File: src/shared/scpr_pkg.sv
// Constants and types for the serial configuration memory readout
// What this block does
// - With the configuration clock selected, chip enable low and output-enable/reset high, the address counter steps on each rising edge up to its last address.
// - With output-enable/reset low the counter is held in reset and the serial data output floats.
// - The output-enable/reset line is open drain and is pulled low by the device for as long as its own reset lasts.
// - With chip enable high the device idles in standby, clears its counter and floats its data output.
// - The configuration-trigger scan instruction pulses the open-drain configuration pulse output low.
// - Chain enable goes low only with chip enable low, output-enable/reset high and the counter past its last address.
// - Chain enable returns high three mclk_i cycles after output-enable/reset goes low or chip enable goes high.
// - In the in-system programming state the serial data output floats unless the pins are clamped.
// - The test access port state machine moves on the mode-select value sampled at each rising test clock edge.
package scpr_pkg;
  localparam int          CLK_MHZ        = 100;
  localparam int          RST_HOLD_NS    = 1000;
  localparam int          RST_HOLD_CYC   = (RST_HOLD_NS * CLK_MHZ + 999) / 1000;
  localparam int          CFG_PULSE_NS   = 1000;
  localparam int          CFG_PULSE_CYC  = (CFG_PULSE_NS * CLK_MHZ + 999) / 1000;
  localparam int          CNT_W          = 8;
  localparam int          IR_W           = 8;
  localparam logic [IR_W-1:0] IR_RESET_VAL = 8'hff;
  localparam logic [IR_W-1:0] INS_BYPASS   = 8'hff;
  localparam logic [IR_W-1:0] INS_CONFIG   = 8'hee;
  localparam logic [IR_W-1:0] INS_ISP_EN   = 8'he8;
  localparam logic [IR_W-1:0] INS_ISP_DIS  = 8'hf0;
  localparam logic [IR_W-1:0] INS_PROGRAM  = 8'hea;
  localparam logic [IR_W-1:0] INS_CLAMP    = 8'hfa;
  localparam logic [IR_W-1:0] IR_CAPTURE   = 8'h01;
  localparam int          SYNC_W         = 7;
  localparam int          PIN_CCLK       = 0;
  localparam int          PIN_CSEL       = 1;
  localparam int          PIN_OE         = 2;
  localparam int          PIN_CE_N       = 3;
  localparam int          PIN_TCK        = 4;
  localparam int          PIN_TMS        = 5;
  localparam int          PIN_TDI        = 6;

  typedef enum logic [3:0] {
    TAP_EXIT2_DR  = 4'h0, TAP_EXIT1_DR  = 4'h1, TAP_SHIFT_DR  = 4'h2, TAP_PAUSE_DR  = 4'h3,
    TAP_SEL_IR    = 4'h4, TAP_UPDATE_DR = 4'h5, TAP_CAPT_DR   = 4'h6, TAP_SEL_DR    = 4'h7,
    TAP_EXIT2_IR  = 4'h8, TAP_EXIT1_IR  = 4'h9, TAP_SHIFT_IR  = 4'ha, TAP_PAUSE_IR  = 4'hb,
    TAP_IDLE      = 4'hc, TAP_UPDATE_IR = 4'hd, TAP_CAPT_IR   = 4'he, TAP_RESET     = 4'hf
  } scpr_tap_type;
endpackage

File: src/shared/scpr_mem_if.sv
// Link between the readout logic and its bit store
`timescale 1ns/100ps
interface scpr_mem_if #(parameter int AW = 8);
  logic [AW-1:0] rd_addr;
  logic          rd_data;
  logic          wr_en;
  logic [AW-1:0] wr_addr;
  logic          wr_data;
  modport ctrl (output rd_addr, output wr_en, output wr_addr, output wr_data, input rd_data);
  modport mem  (input rd_addr, input wr_en, input wr_addr, input wr_data, output rd_data);
endinterface

File: src/rtl/scpr_bit_mem.sv
// Single-bit-wide store with registered read data
`timescale 1ns/100ps
module scpr_bit_mem #(
  parameter int AW = 8
) (
  input  wire logic mclk_i,
  scpr_mem_if.mem   mem_if
);
  logic [(1<<AW)-1:0] store_q;
  logic [(1<<AW)-1:0] store_d;
  logic               rd_q;
  logic               rd_d;

  always_comb begin
    store_d = store_q;
    if (mem_if.wr_en) begin
      store_d[mem_if.wr_addr] = mem_if.wr_data;
    end
    rd_d = store_q[mem_if.rd_addr];
  end

  always_ff @(posedge mclk_i) begin
    store_q <= store_d;
    rd_q    <= rd_d;
  end

  assign mem_if.rd_data = rd_q;
endmodule // scpr_bit_mem

File: src/rtl/scpr_readout.sv
// Readout, cascade and scan control of the serial configuration memory
`timescale 1ns/100ps
module scpr_readout
  import scpr_pkg::*;
#(
  parameter int AW = scpr_pkg::CNT_W
) (
  input  wire logic mclk_i,
  input  wire logic sys_rst_i,
  input  wire logic cfg_clk_i,
  input  wire logic cfg_clk_sel_i,
  input  wire logic oe_reset_i,
  input  wire logic ce_n_i,
  input  wire logic tck_i,
  input  wire logic tms_i,
  input  wire logic tdi_i,
  output logic      serial_data_out_o,
  output logic      serial_data_oe_n_o,
  output logic      oe_reset_o,
  output logic      oe_reset_oe_n_o,
  output logic      chain_enable_out_n_o,
  output logic      fpga_config_pulse_o,
  output logic      fpga_config_pulse_oe_n_o,
  output logic      tdo_o,
  output logic      in_system_prog_state_o
);
  import scpr_pkg::*;

  localparam logic [AW-1:0] LAST_ADDRESS_VALUE = '1;

  scpr_mem_if #(.AW(AW)) mem_bus ();

  scpr_bit_mem #(.AW(AW)) u_mem (
    .mclk_i (mclk_i),
    .mem_if (mem_bus.mem)
  );

  // Pin synchronisers
  logic [SYNC_W-1:0] pin_raw;
  logic [SYNC_W-1:0] s1_q;
  logic [SYNC_W-1:0] s2_q;
  logic [SYNC_W-1:0] s3_q;
  assign pin_raw = {tdi_i, tms_i, tck_i, ce_n_i, oe_reset_i, cfg_clk_sel_i, cfg_clk_i};

  genvar gi;
  generate
    for (gi = 0; gi < SYNC_W; gi++) begin : g_sync
      always_ff @(posedge mclk_i or posedge sys_rst_i) begin
        if (sys_rst_i) begin
          s1_q[gi] <= 1'b0;
          s2_q[gi] <= 1'b0;
          s3_q[gi] <= 1'b0;
        end else begin
          s1_q[gi] <= pin_raw[gi];
          s2_q[gi] <= s1_q[gi];
          s3_q[gi] <= s2_q[gi];
        end
      end
    end
  endgenerate

  logic cclk_rise;
  logic tck_rise;
  logic tck_fall;
  logic oe_hi;
  logic ce_lo;
  assign cclk_rise = s2_q[PIN_CCLK] & ~s3_q[PIN_CCLK];
  assign tck_rise  = s2_q[PIN_TCK] & ~s3_q[PIN_TCK];
  assign tck_fall  = ~s2_q[PIN_TCK] & s3_q[PIN_TCK];
  assign oe_hi     = s2_q[PIN_OE];
  assign ce_lo     = ~s2_q[PIN_CE_N];

  // State
  logic [AW-1:0]   addr_q,    addr_d;
  logic            past_q,    past_d;
  logic [7:0]      por_q,     por_d;
  logic [7:0]      cfp_q,     cfp_d;
  scpr_tap_type    tap_q,     tap_d;
  logic [IR_W-1:0] ir_sh_q,   ir_sh_d;
  logic [IR_W-1:0] ir_q,      ir_d;
  logic            dr_q,      dr_d;
  logic            isp_q,     isp_d;
  logic            clamp_q,   clamp_d;
  logic [AW-1:0]   wptr_q,    wptr_d;
  logic            wen_q,     wen_d;
  logic            wdat_q,    wdat_d;
  logic            sdo_q,     sdo_d;
  logic            sdo_oen_q, sdo_oen_d;
  logic            ceo_n_q,   ceo_n_d;
  logic            oe_oen_q,  oe_oen_d;
  logic            cfp_oen_q, cfp_oen_d;
  logic            tdo_q,     tdo_d;

  always_comb begin
    addr_d    = addr_q;
    past_d    = past_q;
    por_d     = (por_q != 8'h00) ? por_q - 8'h01 : por_q;
    cfp_d     = (cfp_q != 8'h00) ? cfp_q - 8'h01 : cfp_q;
    tap_d     = tap_q;
    ir_sh_d   = ir_sh_q;
    ir_d      = ir_q;
    dr_d      = dr_q;
    isp_d     = isp_q;
    clamp_d   = clamp_q;
    wptr_d    = wptr_q;
    wen_d     = 1'b0;
    wdat_d    = wdat_q;
    tdo_d     = tdo_q;

    // Address counter
    if (!oe_hi || !ce_lo) begin
      addr_d = '0;
      past_d = 1'b0;
    end else if (cclk_rise && s2_q[PIN_CSEL]) begin
      addr_d = addr_q + {{(AW-1){1'b0}}, 1'b1};
      if (addr_q == LAST_ADDRESS_VALUE || past_q) begin
        past_d = 1'b1;
        addr_d = addr_q;
      end
    end

    // Scan port
    if (tck_rise) begin
      unique case (tap_q)
        TAP_RESET:     tap_d = s2_q[PIN_TMS] ? TAP_RESET    : TAP_IDLE;
        TAP_IDLE:      tap_d = s2_q[PIN_TMS] ? TAP_SEL_DR   : TAP_IDLE;
        TAP_SEL_DR:    tap_d = s2_q[PIN_TMS] ? TAP_SEL_IR   : TAP_CAPT_DR;
        TAP_CAPT_DR:   tap_d = s2_q[PIN_TMS] ? TAP_EXIT1_DR : TAP_SHIFT_DR;
        TAP_SHIFT_DR:  tap_d = s2_q[PIN_TMS] ? TAP_EXIT1_DR : TAP_SHIFT_DR;
        TAP_EXIT1_DR:  tap_d = s2_q[PIN_TMS] ? TAP_UPDATE_DR : TAP_PAUSE_DR;
        TAP_PAUSE_DR:  tap_d = s2_q[PIN_TMS] ? TAP_EXIT2_DR : TAP_PAUSE_DR;
        TAP_EXIT2_DR:  tap_d = s2_q[PIN_TMS] ? TAP_UPDATE_DR : TAP_SHIFT_DR;
        TAP_UPDATE_DR: tap_d = s2_q[PIN_TMS] ? TAP_SEL_DR   : TAP_IDLE;
        TAP_SEL_IR:    tap_d = s2_q[PIN_TMS] ? TAP_RESET    : TAP_CAPT_IR;
        TAP_CAPT_IR:   tap_d = s2_q[PIN_TMS] ? TAP_EXIT1_IR : TAP_SHIFT_IR;
        TAP_SHIFT_IR:  tap_d = s2_q[PIN_TMS] ? TAP_EXIT1_IR : TAP_SHIFT_IR;
        TAP_EXIT1_IR:  tap_d = s2_q[PIN_TMS] ? TAP_UPDATE_IR : TAP_PAUSE_IR;
        TAP_PAUSE_IR:  tap_d = s2_q[PIN_TMS] ? TAP_EXIT2_IR : TAP_PAUSE_IR;
        TAP_EXIT2_IR:  tap_d = s2_q[PIN_TMS] ? TAP_UPDATE_IR : TAP_SHIFT_IR;
        TAP_UPDATE_IR: tap_d = s2_q[PIN_TMS] ? TAP_SEL_DR   : TAP_IDLE;
      endcase
      unique case (tap_q)
        TAP_RESET: begin
          ir_d    = IR_RESET_VAL;
          isp_d   = 1'b0;
          clamp_d = 1'b0;
        end
        TAP_CAPT_IR:  ir_sh_d = IR_CAPTURE;
        TAP_SHIFT_IR: ir_sh_d = {s2_q[PIN_TDI], ir_sh_q[IR_W-1:1]};
        TAP_CAPT_DR:  dr_d    = 1'b0;
        TAP_SHIFT_DR: dr_d    = s2_q[PIN_TDI];
        TAP_UPDATE_IR: begin
          ir_d    = ir_sh_q;
          clamp_d = (ir_sh_q == INS_CLAMP);
          if (ir_sh_q == INS_CONFIG) begin
            cfp_d = 8'(CFG_PULSE_CYC);
          end
          if (ir_sh_q == INS_ISP_EN) begin
            isp_d  = 1'b1;
            wptr_d = '0;
          end
          if (ir_sh_q == INS_ISP_DIS) begin
            isp_d = 1'b0;
          end
        end
        TAP_UPDATE_DR: begin
          if (isp_q && ir_q == INS_PROGRAM) begin
            wen_d  = 1'b1;
            wdat_d = dr_q;
            wptr_d = wptr_q + {{(AW-1){1'b0}}, 1'b1};
          end
        end
        default: ;
      endcase
    end
    if (tck_fall) begin
      tdo_d = (tap_q == TAP_SHIFT_IR) ? ir_sh_q[0] : dr_q;
    end

    // Pins
    sdo_d     = mem_bus.rd_data;
    sdo_oen_d = !(oe_hi && ce_lo && (!isp_q || clamp_q));
    ceo_n_d   = !(oe_hi && ce_lo && past_q);
    oe_oen_d  = (por_q == 8'h00);
    cfp_oen_d = (cfp_q == 8'h00);
  end

  assign mem_bus.rd_addr = addr_q;
  assign mem_bus.wr_en   = wen_q;
  assign mem_bus.wr_addr = wptr_q - {{(AW-1){1'b0}}, 1'b1};
  assign mem_bus.wr_data = wdat_q;

  always_ff @(posedge mclk_i or posedge sys_rst_i) begin
    if (sys_rst_i) begin
      addr_q    <= '0;
      past_q    <= 1'b0;
      por_q     <= 8'(RST_HOLD_CYC);
      cfp_q     <= 8'h00;
      tap_q     <= TAP_RESET;
      ir_sh_q   <= IR_RESET_VAL;
      ir_q      <= IR_RESET_VAL;
      dr_q      <= 1'b0;
      isp_q     <= 1'b0;
      clamp_q   <= 1'b0;
      wptr_q    <= '0;
      wen_q     <= 1'b0;
      wdat_q    <= 1'b0;
      sdo_q     <= 1'b0;
      sdo_oen_q <= 1'b1;
      ceo_n_q   <= 1'b1;
      oe_oen_q  <= 1'b0;
      cfp_oen_q <= 1'b1;
      tdo_q     <= 1'b1;
    end else begin
      addr_q    <= addr_d;
      past_q    <= past_d;
      por_q     <= por_d;
      cfp_q     <= cfp_d;
      tap_q     <= tap_d;
      ir_sh_q   <= ir_sh_d;
      ir_q      <= ir_d;
      dr_q      <= dr_d;
      isp_q     <= isp_d;
      clamp_q   <= clamp_d;
      wptr_q    <= wptr_d;
      wen_q     <= wen_d;
      wdat_q    <= wdat_d;
      sdo_q     <= sdo_d;
      sdo_oen_q <= sdo_oen_d;
      ceo_n_q   <= ceo_n_d;
      oe_oen_q  <= oe_oen_d;
      cfp_oen_q <= cfp_oen_d;
      tdo_q     <= tdo_d;
    end
  end

  // Open-drain pins only ever drive low
  assign serial_data_out_o        = sdo_q;
  assign serial_data_oe_n_o       = sdo_oen_q;
  assign oe_reset_o               = 1'b0;
  assign oe_reset_oe_n_o          = oe_oen_q;
  assign chain_enable_out_n_o     = ceo_n_q;
  assign fpga_config_pulse_o      = 1'b0;
  assign fpga_config_pulse_oe_n_o = cfp_oen_q;
  assign tdo_o                    = tdo_q;
  assign in_system_prog_state_o   = isp_q;
endmodule // scpr_readout

File: config.mk
export PLATFORM = sky130hd
export DESIGN_NAME = scpr_readout
export DESIGN_NICKNAME = d
export VERILOG_FILES = /design/src/shared/scpr_pkg.sv /design/src/shared/scpr_mem_if.sv /design/src/rtl/scpr_bit_mem.sv /design/src/rtl/scpr_readout.sv
export SDC_FILE = /design/constraint.sdc
export NUM_CORES = 1
export LEC_CHECK = 0
export ABC_AREA = 0
export BUFFER_PORTS_ARGS = -buffer_cell sky130_fd_sc_hd__buf_2
export CORE_UTILIZATION = 30
export CTS_CLUSTER_DIAMETER = 50
export DETAILED_ROUTE_END_ITERATION = 16
export PLACE_DENSITY_LB_ADDON = 0.3
export SLEW_MARGIN = 30
export SYNTH_ARGS = -nofsm -noshare
export SYNTH_HDL_FRONTEND = slang
export SYNTH_SLANG_ARGS = --single-unit
export TNS_END_PERCENT = 30
File: constraint.sdc
create_clock -name mclk_i -period 10.59 [get_ports mclk_i]
set_input_delay 2.118 -clock mclk_i [delete_from_list [all_inputs] [get_ports mclk_i]]
set_output_delay 2.118 -clock mclk_i [all_outputs]
set_load 0.01 [all_outputs]
* Word level (Yosys, flattened, before mapping)
Index checks and enable logic that the tools add are counted.
** Word-level totals
- Bits in registers :: 337
- Output and inout port bits :: 9
- Logic and storage cells :: 154
** Operators by class
- Add/sub/neg operators :: 5
- $lt $le $gt $ge :: 3
- Equal/unequal tests :: 25
- Muxes and demuxes :: 42
- Bitwise operators :: 7
- Reductions and logical operators :: 35
** Operator list (number)
- $bwmux W256 :: 1
- $mux W8 :: 9
- $eq A8 B8 Y1 const B :: 6
- $pmux W4 S12 :: 1
- $pmux W8 S2 :: 3
- $eq A4 B4 Y1 const B :: 8
- $sub A8 B1 Y8 const B :: 3
- $lt A8 B9 Y1 const B :: 2
- $add A8 B1 Y8 const B :: 2
- $eq A4 B3 Y1 const B :: 4
- $logic_not A8 Y1 :: 2
- $reduce_bool A8 Y1 :: 2
- $mux W1 :: 12
- $mux W2 :: 6
- $mux W3 :: 4
- $reduce_bool A2 Y1 :: 6
- $reduce_and A2 Y1 :: 5
- $bmux W1 S8 :: 1
- $demux W1 S8 :: 1
- $eq A4 B2 Y1 const B :: 2
- $ge A8 B1 Y1 const B :: 1
- $logic_and A1 B1 Y1 :: 6
- $ne A2 B2 Y1 const B :: 3
- $pmux W1 S2 :: 3
- 12 further kinds :: 24

* Depth between registers and ports, before layout
- Word-level depth :: 6
- Depth in mapped cells :: 9
- Depth with buffers taken out :: 7

* By module
A second synthesis with hierarchy kept.
** Unflattened totals
- Cells, all modules :: 1130
- Area total of the unflattened synthesis :: 14821.7 µm²
** By module, submodules not included
- scpr_bit_mem :: times used 1, cells each 789, area an instance 11222.0 µm²
- scpr_readout :: times used 1, cells each 341, area an instance 3599.7 µm²

* Worst setup path before layout
No wires, ideal clock.
- Path kind :: register -> register
- From :: register wdat_q (netlist: mem_bus.wr_data)
- To :: register u_mem.store_q[0] (data pin)
- Library setup time :: 803 ps
- Arrival :: 3181 ps
- Required time :: 9787 ps
- Setup slack :: 6606 ps
- Stages on the path, launching flop included :: 1
- Buffers on the path :: 0
- Clock period less this slack :: 3984 ps
- Cell sequence :: dfrtp_1
** On the way
- Longest elaborated chain between the ends :: 1
** RTL lines
- from (decl) :: line scpr_readout.sv:86 : logic wdat_q, wdat_d;
- from (signal assigned) :: line scpr_readout.sv:227 : wdat_q <= wdat_d;
- $bwmux W256 :: line scpr_bit_mem.sv:17 : store_d[mem_if.wr_addr] = mem_if.wr_data;
- to (signal assigned) :: line scpr_bit_mem.sv:23 : store_q <= store_d;
- to (decl) :: line scpr_bit_mem.sv:9 : logic [(1<<AW)-1:0] store_q;
Every way passes these cells.
A chain may end at the register's enable or synchronous reset.

* Worst setup path after layout
- From :: register addr_q[0]
- To :: register u_mem.rd_q (netlist: u_mem.mem_if.rd_data)
** On the way
- Longest elaborated chain between the ends :: 2
** RTL lines
- from (decl) :: line scpr_readout.sv:74 : logic [AW-1:0] addr_q, addr_d;
- from (signal assigned) :: line scpr_readout.sv:215 : addr_q <= addr_d;
- $bmux W1 S8 :: line scpr_bit_mem.sv:19 : rd_d = store_q[mem_if.rd_addr];
- $mux W1 (implied by the code) :: line scpr_bit_mem.sv:19
- net u_mem.rd_d :: line scpr_bit_mem.sv:12 : logic rd_d;
- to (signal assigned) :: line scpr_bit_mem.sv:24 : rd_q <= rd_d;
- to (decl) :: line scpr_bit_mem.sv:11 : logic rd_q;
The timed path passes the listed nets, and every way through them passes these cells. The select of a mux whose other input is x is not followed.

==> impl_metrics.env <==
export IMPL_sequentialPowerShare_pct=52.3
export IMPL_gp_congestion=0.760
export IMPL_clk_latency_ns=0.54
export IMPL_dieArea_mm2=0.0505
export IMPL_synth_ff_type="edfxtp_1"
export IMPL_worstSetupEndpointType="flip-flop"
export IMPL_diodes=0
export IMPL_wl_per_cell_um=18.8
export IMPL_yosysTopAreaCellShare_pct=51.6
export IMPL_syn_inst=1149
export IMPL_grt_pass1_wl_um=53700
export IMPL_max_freq_mhz=294
export IMPL_ys_warn_count=0
export IMPL_cts_buffers_inserted=38
export IMPL_netlist_area_mm2=0.0149
export IMPL_layout_common_cells="302 x nor2_1, 256 x edfxtp_1, 59 x mux4_2"
export IMPL_nFillCells=4783
export IMPL_cp_startpoint="addr_q[0]"
export IMPL_die_height_um=225
export IMPL_rows=81
export IMPL_final_common_cell="nor2_1"
export IMPL_skew_ns=0.0228
export IMPL_drive_gt1_share_pct=16.7
export IMPL_track_usage_pct=13.9
export IMPL_slew_viol_final=0
export IMPL_p_per_area_mw_per_mm2=171
export IMPL_status="completed"
export IMPL_hold_path_class="flip-flop to flip-flop"
export IMPL_crit_path_max_fanout=38
export IMPL_syn_avg_cell_area_um2=13.0
export IMPL_dr_pass1_iters=5
export IMPL_worst_setup_path_type="flip-flop to flip-flop"
export IMPL_cts_htree_levels=2
export IMPL_cts_sinks=337
export IMPL_min_path_cells=0
export IMPL_pin_count=18
export IMPL_ys_types=59
export IMPL_setup_tns_final_ns=0
export IMPL_portBuffers=15
export IMPL_path_clk_slew_ns=0.06
export IMPL_wl_um=34400
export IMPL_drc=0
export IMPL_ys_seq_elements=337
export IMPL_antenna_found_initial=0
export IMPL_ys_seq_area_share_pct=65.4
export IMPL_die_x_um=225
export IMPL_cts_hold_fix_buffers=0
export IMPL_cts_resized_gates=0
export IMPL_min_delay_start="s1_q[1]"
export IMPL_rr_endpoint="u_mem.mem_if.rd_data"
export IMPL_synth_top_area_cell="edfxtp_1"
export IMPL_yosys_top_cells_area="edfxtp_1 52%, mux4_2 8.9%, dfrtp_1 8.9%, nor2_1 7.6%, dfstp_2 4.8%"
export IMPL_tightestPinTransition_ns=0.859
export IMPL_num_nets_final=1162
export IMPL_grt_pass1_vias=9033
export IMPL_finalCriticalPeriod_ns=3.41
export IMPL_min_period_over_period_pct=32.2
export IMPL_max_slew_margin_rel_pct=42.3
export IMPL_p_sw_share_pct=22.1
export IMPL_p_int_mw=2.24
export IMPL_power_net_switching_mw=0.636
export IMPL_r2r_cells=7
export IMPL_timing_rr_start="addr_q[0]"
export IMPL_start_util_pct=30.4
export IMPL_antenna_left=0
export IMPL_cp_data_required_time_ns=11.01
export IMPL_coreArea_mm2=0.0490
export IMPL_grt_setup_unrepaired="false"
export IMPL_grt_max_degree=113
export IMPL_cts_tree="done"
export IMPL_whs_ns=0.338
export IMPL_setup_viol=0
export IMPL_clockPowerShare_pct=43.7
export IMPL_drtIter0Drc=729
export IMPL_async_flop_share_pct=23.7
export IMPL_detail_route_vias_per_cell=4.91
export IMPL_leakagePower_nw=6.03
export IMPL_vdd_drop_max_v=0.0000928
export IMPL_finalHoldViolCount=0
export IMPL_cp_arrival_ns=3.83
export IMPL_overflow=0
export IMPL_postCtsSetupRepairBufs=0
export IMPL_dp_hpwl_um=19600
export IMPL_cts_root_buffer_cell="clkbuf_16"
export IMPL_syn2layout_area_growth_pct=12.8
export IMPL_clk_path_buf_depth=3
export IMPL_dr_total_vias=9017
export IMPL_timing_max_cap_violations=0
export IMPL_combPwrFrac_pct=4.0
export IMPL_crit_path_start_kind="flip-flop"
export IMPL_hold_path_end="s2_q[1]"
export IMPL_reg2reg_slack_ns=7.18
export IMPL_synth_edf_count=256
-- final cells by class --
class | count | area [um2] | area share (%)
Clock buffer | 50 | 1030 | 6.11
Tap cell | 664 | 831 | 4.94
Clock inverter | 18 | 145 | 0.864
Inverter | 14 | 53.8 | 0.320
Timing Repair Buffer | 29 | 184 | 1.09
Multi-Input combinational cell | 723 | 4810 | 28.6
Sequential cell | 337 | 9750 | 58.0
-- worst max-delay path: stages, from the launching register on --
cell,delay [ns]
dfrtp_4,0.89
buf_4,0.73
mux4_2,0.59
a22oi_1,0.27
a21oi_1,0.10
a211oi_1,0.25
o21ai_1,0.10
a221o_1,0.32
-- state kept, by name, indices dropped and copies added, names as in the netlist, 2 cells and up --
name           count
addr_q             8
cfp_q              8
ir_q               8
ir_sh_q            8
por_q              8
s1_q               7
s2_q               6
s3_q               2
tap_q              4
u_mem.store_q    256
wptr_q             8
-- logic make-up after synthesis --
logic type	share of synthesized area (%)
AO/OA/AOI/OAI	4.60
XOR/XNOR	1.23
adder cells (fa/ha/maj)	0.840
buffers and inverters	2.63
flip-flops	65.4
multiplexers	10.7
other	0.0252
AND/OR/NAND/NOR	14.6
-- per-layer routing --
| layer | wire length, um | GRT usage, % | up-vias | share of wire (%) |
|---|---|---|---|---|
| met5 | 0 | 0 | - | 0 |
| met4 | 645 | 3.45 | 0 | 1.9 |
| met3 | 1820 | 2.22 | 54 | 5.3 |
| met2 | 15600 | 21.7 | 214 | 45 |
| met1 | 16300 | 20.0 | 4594 | 47 |
| li1 | - | - | 4155 | - |
-- power by group through the flow --
stage | sequential [mW] | combinational (mW) | clock (mW)
2_1_floorplan | 1.50 | 0.117 | 0
6_report | 1.51 | 0.115 | 1.26
4_1_cts | 1.51 | 0.118 | 1.29
3_3_place_gp | 1.53 | 0.115 | 0
5_1_grt | 1.51 | 0.133 | 1.34
3_5_place_dp | 1.53 | 0.118 | 0
-- metrics by stage --
step	power (mW)	setup slack [ns]	std cells	area, um2	utilization (%)
floorplan	1.62	6.46	1150	14900	-
global placement	1.65	7.06	1767	15600	31.8
detailed placement	1.65	7.14	1767	15600	31.9
CTS	2.91	7.10	1835	16800	34.3
global route	2.98	6.91	1835	16800	34.3
finish	2.88	7.18	1835	16800	34.3
-- cell usage after synthesis, types with 10 or more instances --
library cell,instances
nor2b_1,13
edfxtp_1,256
mux2i_1,17
nor2_1,303
inv_1,13
buf_2,22
nand3_1,53
o21ai_0,31
a21oi_1,23
a22oi_1,13
nand2b_1,12
dfstp_2,27
nor3_1,15
dfrtp_1,53
nand2_1,57
ha_1,10
mux4_2,59
xnor2_1,10
clkbuf_1,46
-- worst max path at each step --
| stage | to | cells after the start | slack [ns] |
|---|---|---|---|
| floorplan | addr_q[0] | 1 | 6.46 |
| global placement | u_mem.mem_if.rd_data | 7 | 7.06 |
| detailed placement | u_mem.mem_if.rd_data | 7 | 7.14 |
| CTS | u_mem.mem_if.rd_data | 7 | 7.10 |
| global route | u_mem.mem_if.rd_data | 7 | 6.91 |
| finish | u_mem.mem_if.rd_data | 7 | 7.18 |
Power figures use the tool's default switching activity.
